$ cat config.mk
export PLATFORM = sky130hd
export DESIGN_NAME = spi_master_slave_port
export DESIGN_NICKNAME = d
export VERILOG_FILES = /design/src/rtl/spi_port_pkg.sv /design/src/rtl/rate_link_if.sv /design/src/rtl/sck_rate_gen.sv /design/src/rtl/spi_master_slave_port.sv
export SDC_FILE = /design/constraint.sdc
export NUM_CORES = 1
export LEC_CHECK = 0
export BUFFER_PORTS_ARGS = -buffer_cell sky130_fd_sc_hd__buf_2
export CAP_MARGIN = 25
export CORE_UTILIZATION = 49
export CTS_CLUSTER_DIAMETER = 150
export CTS_CLUSTER_SIZE = 14
export DETAILED_ROUTE_END_ITERATION = 8
export PLACE_DENSITY = 0.85
export SYNTH_ARGS = -nofsm -noshare
export SYNTH_HDL_FRONTEND = slang
export SYNTH_HIERARCHICAL = 1
export SYNTH_SLANG_ARGS = --single-unit
$ cat constraint.sdc
create_clock -name CLK -period 2.4 [get_ports CLK]
set_clock_uncertainty 0.2 [all_clocks]
set_input_delay 0.6 -clock CLK [delete_from_list [all_inputs] [get_ports CLK]]
set_output_delay 0.6 -clock CLK [all_outputs]
set_load 0.05 [all_outputs]
$ cat src/rtl/spi_port_pkg.sv
// Purpose: Shared constants and types of the serial port
// Assumes: Single clock domain, byte-wide transfers
// Notes:   Control and status layouts as seen on the register ports
package spi_port_pkg;

  // Control register field positions
  localparam int unsigned CTL_RATE2  = 7;
  localparam int unsigned CTL_ENABLE = 6;
  localparam int unsigned CTL_SELECT_DISABLE  = 5;
  localparam int unsigned CTL_MASTER = 4;
  localparam int unsigned CTL_CLOCK_POLARITY   = 3;
  localparam int unsigned CTL_CLOCK_PHASE   = 2;
  localparam int unsigned CTL_RATE1  = 1;
  localparam int unsigned CTL_RATE0  = 0;
  localparam logic [7:0]  CTL_RESET  = 8'h14;

  // Status register field positions
  localparam int unsigned STA_DONE   = 7;
  localparam int unsigned STA_WRITE_COLLISION_FLAG   = 6;
  localparam int unsigned STA_MODE_FAULT_FLAG   = 4;

  // Edges of one byte: eight clock cycles, two edges each
  localparam logic [3:0]  LAST_EDGE  = 4'hf;
  localparam logic [2:0]  RATE_BAD_LO = 3'h0;
  localparam logic [2:0]  RATE_BAD_HI = 3'h7;

  typedef enum logic [1:0] {
    ST_IDLE = 2'b00,
    ST_XFER = 2'b01
  } xfer_state_t;

  // Half period of the serial clock in peripheral cycles
  function automatic logic [6:0] half_period(input logic [2:0] code);
    half_period = 7'(7'h01 << code);
  endfunction

  function automatic logic rate_valid(input logic [2:0] code);
    rate_valid = (code != RATE_BAD_LO) && (code != RATE_BAD_HI);
  endfunction

endpackage
$ cat src/rtl/rate_link_if.sv
// Purpose: Link between transfer core and serial clock rate generator
// Assumes: Same clock on both sides
// Notes:   Tick marks each serial clock edge time
`timescale 1ns/1ps
interface rate_link_if;
  logic       run;
  logic [2:0] code;
  logic       tick;

  modport gen  (input run, input code, output tick);
  modport core (output run, output code, input tick);
endinterface

$ cat src/rtl/sck_rate_gen.sv
// Purpose: Serial clock half-period tick generator for master mode
// Assumes: Run held high for the whole master transfer
// Notes:   Invalid rate codes give no tick at all
`timescale 1ns/1ps
module sck_rate_gen
  import spi_port_pkg::*;
(
  input wire logic   clk,
  input wire logic   rst_n,
  rate_link_if.gen   lnk
);

  logic [6:0] cnt_r;
  logic       tick_r;

  always_ff @(posedge clk or negedge rst_n) begin
    if (!rst_n) begin
      cnt_r <= 7'h00;
    end else if (!lnk.run || cnt_r == 7'(half_period(lnk.code) - 7'h01)) begin
      cnt_r <= 7'h00;
    end else begin
      cnt_r <= 7'(cnt_r + 7'h01);
    end
  end

  always_ff @(posedge clk or negedge rst_n) begin
    if (!rst_n) begin
      tick_r <= 1'b0;
    end else begin
      tick_r <= lnk.run && rate_valid(lnk.code) && (cnt_r == 7'(half_period(lnk.code) - 7'h01));
    end
  end

  assign lnk.tick = tick_r;
endmodule

$ cat src/rtl/spi_master_slave_port.sv
// Purpose: Byte-wide full-duplex serial port, master or slave
// Assumes: Pins synchronous to CLK; register access by strobes
// Notes:   Two-way pins split into input, output and enable
`timescale 1ns/1ps
module spi_master_slave_port
  import spi_port_pkg::*;
(
  input  wire logic       CLK,
  input  wire logic       RST_N,
  input  wire logic       CTRL_WR,
  input  wire logic [7:0] CTRL_WDATA,
  input  wire logic       STAT_RD,
  input  wire logic       DATA_WR,
  input  wire logic [7:0] DATA_WDATA,
  input  wire logic       DATA_RD,
  output logic      [7:0] CTRL_Q,
  output logic      [7:0] STAT_Q,
  output logic      [7:0] DATA_Q,
  output logic            IRQ_TX,
  output logic            IRQ_RX,
  input  wire logic       SCK_I,
  output logic            SCK_O,
  output logic            SCK_OE,
  input  wire logic       MOSI_I,
  output logic            MOSI_O,
  output logic            MOSI_OE,
  input  wire logic       MISO_I,
  output logic            MISO_O,
  output logic            MISO_OE,
  input  wire logic       SS_N_I
);

  rate_link_if rlink ();

  xfer_state_t state_r;
  xfer_state_t state_nxt;
  logic [7:0]  ctrl_r;
  logic [7:0]  ctrl_nxt;
  logic [7:0]  shreg_r;
  logic [7:0]  shreg_nxt;
  logic [7:0]  rxbuf_r;
  logic [7:0]  rx_byte;
  logic [3:0]  cnt_r;
  logic        rx_bit_r;
  logic        sck_prev_r;
  logic        ss_prev_r;
  logic        done_r;
  logic        write_collision_flag_r;
  logic        write_collision_flag_arm_r;
  logic        mode_fault_flag_r;
  logic        mode_fault_flag_nxt;
  logic        mode_fault_flag_arm_r;
  logic        done_arm_r;
  logic        sck_o_r;
  logic        sck_oe_r;
  logic        dout_r;
  logic        mosi_oe_r;
  logic        miso_oe_r;
  logic        irq_rx_r;

  logic        en;
  logic        master_select;
  logic        clock_polarity;
  logic        clock_phase;
  logic        select_disable;
  logic        is_master;
  logic        slave_sel;
  logic        busy;
  logic        mode_fault_flag_set;
  logic        m_start;
  logic        s_start;
  logic        edge_ev;
  logic        lead;
  logic        sample_ev;
  logic        shift_ev;
  logic        done;
  logic        in_bit;
  logic        abort;
  logic        done_clr;

  assign en        = ctrl_r[CTL_ENABLE];
  assign master_select      = ctrl_r[CTL_MASTER];
  assign clock_polarity      = ctrl_r[CTL_CLOCK_POLARITY];
  assign clock_phase      = ctrl_r[CTL_CLOCK_PHASE];
  assign select_disable     = ctrl_r[CTL_SELECT_DISABLE];
  assign is_master = en && master_select;
  // in slave mode select disable only honoured with phase one
  assign slave_sel = en && !master_select && (!SS_N_I || (select_disable && clock_phase));
  assign busy      = (state_r == ST_XFER);
  assign in_bit    = master_select ? MISO_I : MOSI_I;
  assign lead      = !cnt_r[0];

  assign mode_fault_flag_set  = master_select && !select_disable && !SS_N_I;

  assign m_start   = DATA_WR && is_master && !busy && !mode_fault_flag_set;
  // select fall starts phase zero slave
  // first edge starts phase one slave
  assign s_start   = slave_sel && !busy &&
                     (clock_phase ? (SCK_I != sck_prev_r) : (ss_prev_r && !SS_N_I));

  assign abort     = !en || (master_select && mode_fault_flag_set) || (!master_select && !slave_sel);

  // one edge source for both directions
  always_comb begin
    edge_ev = 1'b0;
    if (is_master) begin
      edge_ev = busy && rlink.tick;
    end else if (slave_sel && (busy || clock_phase)) begin
      edge_ev = (SCK_I != sck_prev_r);
    end
  end

  assign sample_ev = edge_ev && (clock_phase ? !lead : lead);
  assign shift_ev  = edge_ev && (clock_phase ? (lead && cnt_r != 4'h0) : !lead);
  assign done      = edge_ev && (cnt_r == LAST_EDGE) && !abort;
  // received bits enter at the bottom, MSB first
  assign rx_byte   = {shreg_r[6:0], (clock_phase ? in_bit : rx_bit_r)};

  assign rlink.run  = is_master && busy;
  assign rlink.code = {ctrl_r[CTL_RATE2], ctrl_r[CTL_RATE1], ctrl_r[CTL_RATE0]};

  sck_rate_gen u_rate (
    .clk   (CLK),
    .rst_n (RST_N),
    .lnk   (rlink.gen)
  );

  always_comb begin
    state_nxt = state_r;
    case (state_r)
      ST_IDLE: begin
        if (m_start || s_start) begin
          state_nxt = ST_XFER;
        end
      end
      ST_XFER: begin
        if (abort || done) begin
          state_nxt = ST_IDLE;
        end
      end
      default: begin
        state_nxt = ST_IDLE;
      end
    endcase
  end

  always_ff @(posedge CLK or negedge RST_N) begin
    if (!RST_N) begin
      state_r <= ST_IDLE;
    end else begin
      state_r <= state_nxt;
    end
  end

  always_ff @(posedge CLK or negedge RST_N) begin
    if (!RST_N) begin
      cnt_r <= 4'h0;
    end else if (state_nxt == ST_IDLE && !(s_start && edge_ev)) begin
      cnt_r <= 4'h0;
    end else if (edge_ev) begin
      cnt_r <= 4'(cnt_r + 4'h1);
    end
  end

  always_ff @(posedge CLK or negedge RST_N) begin
    if (!RST_N) begin
      rx_bit_r <= 1'b0;
    end else if (sample_ev) begin
      rx_bit_r <= in_bit;
    end
  end

  // write during transfer leaves the shifter alone
  always_comb begin
    shreg_nxt = shreg_r;
    if (DATA_WR && !busy && !(s_start && edge_ev)) begin
      shreg_nxt = DATA_WDATA;
    end else if (done) begin
      shreg_nxt = rx_byte;
    end else if (shift_ev) begin
      shreg_nxt = {shreg_r[6:0], rx_bit_r};
    end
  end

  always_ff @(posedge CLK or negedge RST_N) begin
    if (!RST_N) begin
      shreg_r <= 8'h00;
      dout_r  <= 1'b0;
    end else begin
      shreg_r <= shreg_nxt;
      // MSB first; held over the closing edge
      dout_r  <= done ? dout_r : shreg_nxt[7];
    end
  end

  always_ff @(posedge CLK or negedge RST_N) begin
    if (!RST_N) begin
      sck_prev_r <= 1'b0;
      ss_prev_r  <= 1'b1;
    end else begin
      sck_prev_r <= SCK_I;
      ss_prev_r  <= SS_N_I;
    end
  end

  always_ff @(posedge CLK or negedge RST_N) begin
    if (!RST_N) begin
      sck_o_r <= 1'b0;
    end else if (!busy || !is_master) begin
      sck_o_r <= clock_polarity;
    end else if (edge_ev) begin
      sck_o_r <= !sck_o_r;
    end
  end

  // lines driven only by master or selected slave
  // slave output released with select high, except with select disable and phase one
  always_ff @(posedge CLK or negedge RST_N) begin
    if (!RST_N) begin
      sck_oe_r  <= 1'b0;
      mosi_oe_r <= 1'b0;
      miso_oe_r <= 1'b0;
    end else begin
      sck_oe_r  <= is_master && !mode_fault_flag_set;
      mosi_oe_r <= is_master && !mode_fault_flag_set;
      miso_oe_r <= slave_sel;
    end
  end

  // mode fault drops enable and master bits
  always_comb begin
    ctrl_nxt = CTRL_WR ? CTRL_WDATA : ctrl_r;
    if (mode_fault_flag_set) begin
      ctrl_nxt[CTL_ENABLE] = 1'b0;
      ctrl_nxt[CTL_MASTER] = 1'b0;
    end
  end

  always_ff @(posedge CLK or negedge RST_N) begin
    if (!RST_N) begin
      ctrl_r <= CTL_RESET;
    end else begin
      ctrl_r <= ctrl_nxt;
    end
  end

  // status read seen, then control write clears
  always_comb begin
    mode_fault_flag_nxt = mode_fault_flag_r;
    if (mode_fault_flag_set) begin
      mode_fault_flag_nxt = 1'b1;
    end else if (CTRL_WR && mode_fault_flag_arm_r) begin
      mode_fault_flag_nxt = 1'b0;
    end
  end

  always_ff @(posedge CLK or negedge RST_N) begin
    if (!RST_N) begin
      mode_fault_flag_r     <= 1'b0;
      mode_fault_flag_arm_r <= 1'b0;
    end else begin
      mode_fault_flag_r <= mode_fault_flag_nxt;
      if (CTRL_WR) begin
        mode_fault_flag_arm_r <= 1'b0;
      end else if (STAT_RD && mode_fault_flag_r) begin
        mode_fault_flag_arm_r <= 1'b1;
      end
    end
  end

  // status access then data access clears
  always_ff @(posedge CLK or negedge RST_N) begin
    if (!RST_N) begin
      write_collision_flag_r     <= 1'b0;
      write_collision_flag_arm_r <= 1'b0;
    end else begin
      if (DATA_WR && busy) begin
        write_collision_flag_r <= 1'b1;
      end else if ((DATA_WR || DATA_RD) && write_collision_flag_arm_r) begin
        write_collision_flag_r <= 1'b0;
      end
      if (DATA_WR || DATA_RD) begin
        write_collision_flag_arm_r <= 1'b0;
      end else if (STAT_RD && write_collision_flag_r) begin
        write_collision_flag_arm_r <= 1'b1;
      end
    end
  end

  assign done_clr = (DATA_WR || DATA_RD) && done_arm_r;

  always_ff @(posedge CLK or negedge RST_N) begin
    if (!RST_N) begin
      done_r     <= 1'b0;
      done_arm_r <= 1'b0;
    end else begin
      if (done) begin
        done_r <= 1'b1;
      end else if (done_clr) begin
        done_r <= 1'b0;
      end
      if (DATA_WR || DATA_RD) begin
        done_arm_r <= 1'b0;
      end else if (STAT_RD && done_r) begin
        done_arm_r <= 1'b1;
      end
    end
  end

  // keep first byte while done flag set
  always_ff @(posedge CLK or negedge RST_N) begin
    if (!RST_N) begin
      rxbuf_r <= 8'h00;
    end else if (done && !done_r) begin
      rxbuf_r <= rx_byte;
    end
  end

  // error request gated by select disable
  always_ff @(posedge CLK or negedge RST_N) begin
    if (!RST_N) begin
      irq_rx_r <= 1'b0;
    end else begin
      irq_rx_r <= mode_fault_flag_nxt && !ctrl_nxt[CTL_SELECT_DISABLE];
    end
  end

  assign CTRL_Q  = ctrl_r;
  assign STAT_Q  = {done_r, write_collision_flag_r, 1'b0, mode_fault_flag_r, 4'h0};
  assign DATA_Q  = rxbuf_r;
  assign IRQ_TX  = done_r;
  assign IRQ_RX  = irq_rx_r;
  assign SCK_O   = sck_o_r;
  assign SCK_OE  = sck_oe_r;
  assign MOSI_O  = dout_r;
  assign MOSI_OE = mosi_oe_r;
  assign MISO_O  = dout_r;
  assign MISO_OE = miso_oe_r;
endmodule

==> results.cfg, run 1 <==
[logic_synthesis]
yosysTopAreaCell = dfrtp_1
synth_top_area_share_pct = 45.2
syn_area_um2 = 2710
synth-edff-count = 0
synth-seq-area-share_pct = 48.1
avgSynthCellArea_um2 = 11.0
synthFlopType = dfrtp_1
synthArstFlopShare_pct = 100
syn_inst = 246
ys.warnings.count = 6
synth_cell_types = 60
synthTopCellsByArea = dfrtp_1, mux2_2, mux2i_1
ys_ff_latch = 52

[power_and_ir_drop]
p_switching_mw = 0.699
peakVddDrop_v = 0.000471
p_leak_nw = 1.61
swShare_pct = 33.5
p_comb_share_pct = 26.4
internal_power_mw = 1.38
p_seq_share_pct = 49.0
power_density_nw_per_um2 = 630
clkPwrFrac_pct = 24.6

[finish]
diodes = 0
drive_gt1_share_pct = 38.5
layout.cells.non_filler = 384
syn2layout_area_growth_pct = 21.8
final_cell_mix = buf_2, dfrtp_1, buf_4
final_common_cell = buf_2
fin_nets = 343

[drt]
wl_per_cell_um = 15.3
routed_wl_um = 5860
drt_iter0_markers = 122
drc = 0
vias_per_cell = 5.42
vias = 2083
ant_nets = 0
drt_first_pass_iters = 4

[sta]
final_hold_viol_count = 0
rsz0062_at_grt = yes
tns_ns = 0
setup_viol = 0
post-route-period-util_pct = 98.3
period_needed_ns = 2.36
finalMaxSlewViolations = 0
fmax_mhz = 424

[clock_tree]
ctsHoldBuffers = 0
htree_levels = 2
root_buffer = clkbuf_8
clk_pin_slew_ns = 0.10
cts_tree = done
cts.path.max_buffers = 2
cts_buffers = 5
clock-sinks = 52
clk_latency_ns = 0.31

[worst_setup_path]
worst-path-max-fanout = 7
cp_data_arrival_time_ns = 2.33
cp.required_ns = 2.37
critPathMaxStageDelay_ns = 0.42
end_kind = flop
cp_cell_sequence = or3_4 -> ha_4 -> o21ba_4 -> o311a_4 -> o31ai_4 -> a31oi_1
crit_slowest_cell = dfrtp_2
crit_type = flop to flop
start_kind = flop

[grt]
grt_antenna_before_repair = 0
grt_pass1_vias = 2048
grt_max_degree = 20
grt_pass1_wl_um = 9540
grtUsageTotal_pct = 20.6
overflow = 0

[placement]
port_buffers = 52
dp.cells = 366
routabilityCongestion = 0.869
hpwl_um = 4210

[floorplan]
dieArea_um2 = 5830
row_count = 26
die_w_um = 76.4
dieHeight_um = 76.4
pin_count = 58
coreArea_um2 = 5200
initial_core_util_pct = 52.1

[worst_hold_path]
hp-class = primary input to async pin

[run_status]
status = finished, final reports clean

[flow_run]
max-cap-violations = 0
## Yosys cell counts (3+ instances only)
cell type,instances
xor2_1,8
xnor2_1,8
dfrtp_1,49
nor2b_1,6
a21oi_1,9
buf_2,6
nand2_1,15
nor3b_1,3
nand3_1,7
ha_1,4
inv_1,4
buf_4,11
a31oi_1,10
mux2_2,14
nand2b_1,3
mux2i_1,10
nor2_1,16
o21ai_0,11
dfstp_2,3
nand4_1,3
## layout make-up
cell class | count | area (µm²)
tap | 70 | 87.6
clock inverter | 1 | 7.51
timing repair buffer | 75 | 444
inverter | 4 | 15.0
clock buffer | 7 | 86.3
fill | 421 | 1900
sequential | 52 | 1310
multi-input combinational | 175 | 1360
## path summary, 6_finish.rpt
path | depth (start not counted) | to | slack (ns) | from
worst min-delay path | 1 | MISO_OE | 0.005 | RST_N
max in group asynchronous | 2 | CTRL_Q[4] | 1.35 | RST_N
worst max register to register | 6 | u_rate/cnt_r[2] | 0.04 | CTRL_Q[1]
worst min register to register | 1 | DATA_Q[5] | 0.32 | DATA_Q[5]
worst max-delay path | 6 | u_rate/cnt_r[2] | 0.04 | CTRL_Q[1]
min in group CLK | 1 | sck_prev_r | 0.21 | SCK_I
## routing by layer
metal,up-vias,track usage [%],wire length [µm],part of all wire [%]
met4,0,7.31,61,1.0
met2,61,34.8,3010,51
li1,1001,-,-,-
met5,-,0,0,0
met1,1014,26.1,2500,43
met3,7,4.55,285,4.9
## critical path: cells and delay by family, from the launching register on
family	cells	cell delay (ns)
compound gates	4	0.97
flops	1	0.42
simple gates	1	0.42
fa+ha+maj	1	0.20
## sequential cells by signal, indices dropped and copies added (netlist names)
name                        cells
mode_fault_flag_r               1
rx_bit_r                        1
MISO_O                          1
mode_fault_flag_arm_r           1
write_collision_flag_r          1
DATA_Q                          8
cnt_r                           4
CTRL_Q                          8
IRQ_RX                          1
MOSI_OE                         1
SCK_O                           1
state_r                         2
done_arm_r                      1
write_collision_flag_arm_r      1
u_rate/cnt_r                    7
shreg_r                         8
sck_prev_r                      1
MISO_OE                         1
u_rate/lnk.tick                 1
IRQ_TX                          1
ss_prev_r                       1
## power groups by stage
stage	logic [mW]	registers [mW]	clock network, mW
after global placement	0.501	1.03	0
after global routing	0.588	1.03	0.566
after floorplan	0.328	1.11	0
after detailed placement	0.513	1.03	0
final	0.550	1.02	0.512
after CTS	0.515	1.02	0.523
## stage by stage
step	hold WS, ns	worst slack [ns]	power (mW)	cell area (µm²)	utilization (%)
after floorplan	0.104	-0.116	1.44	2790	-
final	0.00477	0.0402	2.08	3300	63.5
after detailed placement	0.296	-0.0628	1.55	3100	59.5
after CTS	0.0193	0.0258	2.06	3190	61.3
after global routing	0.0231	-0.0571	2.18	3300	63.5
after global placement	0.279	-0.0189	1.53	3100	59.5
## repair_timing
item | 4_1_cts | 5_1_grt
setup endpoints to repair | 0 | 7
buffers inserted | 0 | 10
resized for setup | 0 | 9
## cells by family (layout without fill, tap and decap cells)
family	Yosys count	after routing	share of synthesized area (%)
mux	25	25	9.92
simple gates	73	73	16.0
fa+ha+maj	4	4	1.85
other cells	1	6	0.138
xor+xnor	16	16	5.17
flops	52	52	48.1
buf+inv	24	87	5.40
compound gates	51	51	13.4
(Power assumes the default switching activity.)
==> inputs of run 2 (changes only) <==
Settings changed: BUFFER_PORTS_ARGS -buffer_cell sky130_fd_sc_hd__buf_2 to default, CORE_UTILIZATION 49 to 50, DONT_BUFFER_PORTS from default to 1, PLACE_DENSITY 0.85 to 0.77.
==> run 2 against run 1 <==
Effect of this change:
- power shrank 1.4%
- register-to-register slack is essentially flat
- die area shrank 1.9%
- critical endpoint unchanged
==> results.cfg, run 2 (same netlist as run 1, synthesis figures left out) <==
[sta]
rsz0062_at_grt = yes
setup_viol = 0
finalMaxSlewViolations = 0
period_needed_ns = 2.35
post-route-period-util_pct = 98.0
worstMarginPinSlew_ns = 0.523
final_hold_viol_count = 0
fmax_mhz = 425
setup_slack_ns = 0.0469
timing.hold.ws_ns = 0.0703
relSlewSlack_pct = 65.2

[power_and_ir_drop]
power_density_nw_per_um2 = 674
p_leak_nw = 1.38
p_seq_share_pct = 53.8
finalPower_mw = 2.05
swShare_pct = 34.3
p_comb_share_pct = 19.4
clkPwrFrac_pct = 26.8
p_switching_mw = 0.704
peakVddDrop_v = 0.000450
internal_power_mw = 1.35

[floorplan]
coreArea_um2 = 5170
initial_core_util_pct = 52.4
die_w_um = 75.6
pin_count = 58
dieArea_um2 = 5720
dieHeight_um = 75.6
row_count = 26

[drt]
ant_nets = 0
vias_per_cell = 5.71
wl_per_cell_um = 16.8
vias = 1883
drt_iter0_markers = 133
drt_first_pass_iters = 4
drc = 0
routed_wl_um = 5530

[clock_tree]
cts.path.max_buffers = 2
cts_tree = done
clock-sinks = 52
root_buffer = clkbuf_8
cts_buffers = 5
clk_pin_slew_ns = 0.10
htree_levels = 2
clk_latency_ns = 0.31

[grt]
grtUsageTotal_pct = 20.7
grt_antenna_before_repair = 0
grt_pass1_vias = 1900
grt_pass1_wl_um = 8750
overflow = 0
grt_max_degree = 53

[worst_setup_path]
worst-path-max-fanout = 8
cp.required_ns = 2.38
cp_cell_sequence = or3_4 -> ha_4 -> o21ba_4 -> o311a_4 -> o31ai_4 -> a31oi_1
end_kind = flop
critPathMaxStageDelay_ns = 0.43
crit_type = flop to flop
start_kind = flop
cp_data_arrival_time_ns = 2.33
crit_slowest_cell = dfrtp_2
crit_family = compound AO/OA/AOI/OAI gates
path_buf_inv = 0
r2r_slack_ns = 0.05

[finish]
fin_nets = 289
final_common_cell = dfrtp_1
utilization_pct = 58.9
syn2layout_area_growth_pct = 12.3
diodes = 0
final_cell_mix = dfrtp_1, buf_4, nor2_1
drive_gt1_share_pct = 25.8
fillers = 423

[placement]
routabilityCongestion = 0.848
hpwl_um = 3800
dpl_worst_slack_ns = 0.0351
port_buffers = 0

[run_status]
status = finished, final reports clean

[flow_run]
max-cap-violations = 0

[worst_hold_path]
hp-class = primary input to flop
## run 2: final cells by class
cell class | instances | area [µm²] | area share [%]
clock buffer | 6 | 82.6 | 2.71
clock inverter | 2 | 17.5 | 0.575
inverter | 4 | 15.0 | 0.493
multi-input combinational | 175 | 1360 | 44.5
sequential | 52 | 1310 | 42.9
tap | 70 | 87.6 | 2.88
timing repair buffer | 21 | 180 | 5.92
## run 2: final timing paths
path	from	endpoint	depth (start not counted)
max reg2reg	CTRL_Q[1]	u_rate/cnt_r[2]	6
min	SS_N_I	ss_prev_r	0
min reg2reg	mode_fault_flag_arm_r	mode_fault_flag_arm_r	2
max in group asynchronous	RST_N	CTRL_Q[4]	2
min in group asynchronous	RST_N	write_collision_flag_r	2
max	CTRL_Q[1]	u_rate/cnt_r[2]	6
## run 2: layer usage
layer	vias up	wire, µm	global-route usage [%]
met5	-	0	0
met4	0	52	6.17
met3	7	268	5.16
met2	46	2780	36.0
met1	940	2430	25.6
li1	890	-	-
## run 2: power groups by stage
stage	logic (mW)	clock network (mW)	registers, mW
6_report	0.399	0.550	1.11
5_1_grt	0.430	0.601	1.11
3_3_place_gp	0.353	0	1.12
2_1_floorplan	0.328	0	1.11
3_5_place_dp	0.361	0	1.12
4_1_cts	0.387	0.560	1.10
## run 2: through the flow
step,instances,cell area (µm²),setup TNS [ns]
after detailed placement,318,2870,0
after CTS,328,3000,0
after global routing,330,3050,-0.230
after floorplan,251,2790,-1.04
after global placement,318,2870,0
final,330,3050,0
## run 2: timing repair
action	4_1_cts	5_1_grt
gates resized for setup	0	4
setup buffers	0	2
setup endpoints to repair	0	7
hold endpoints to repair	52	0
hold buffers	2	0
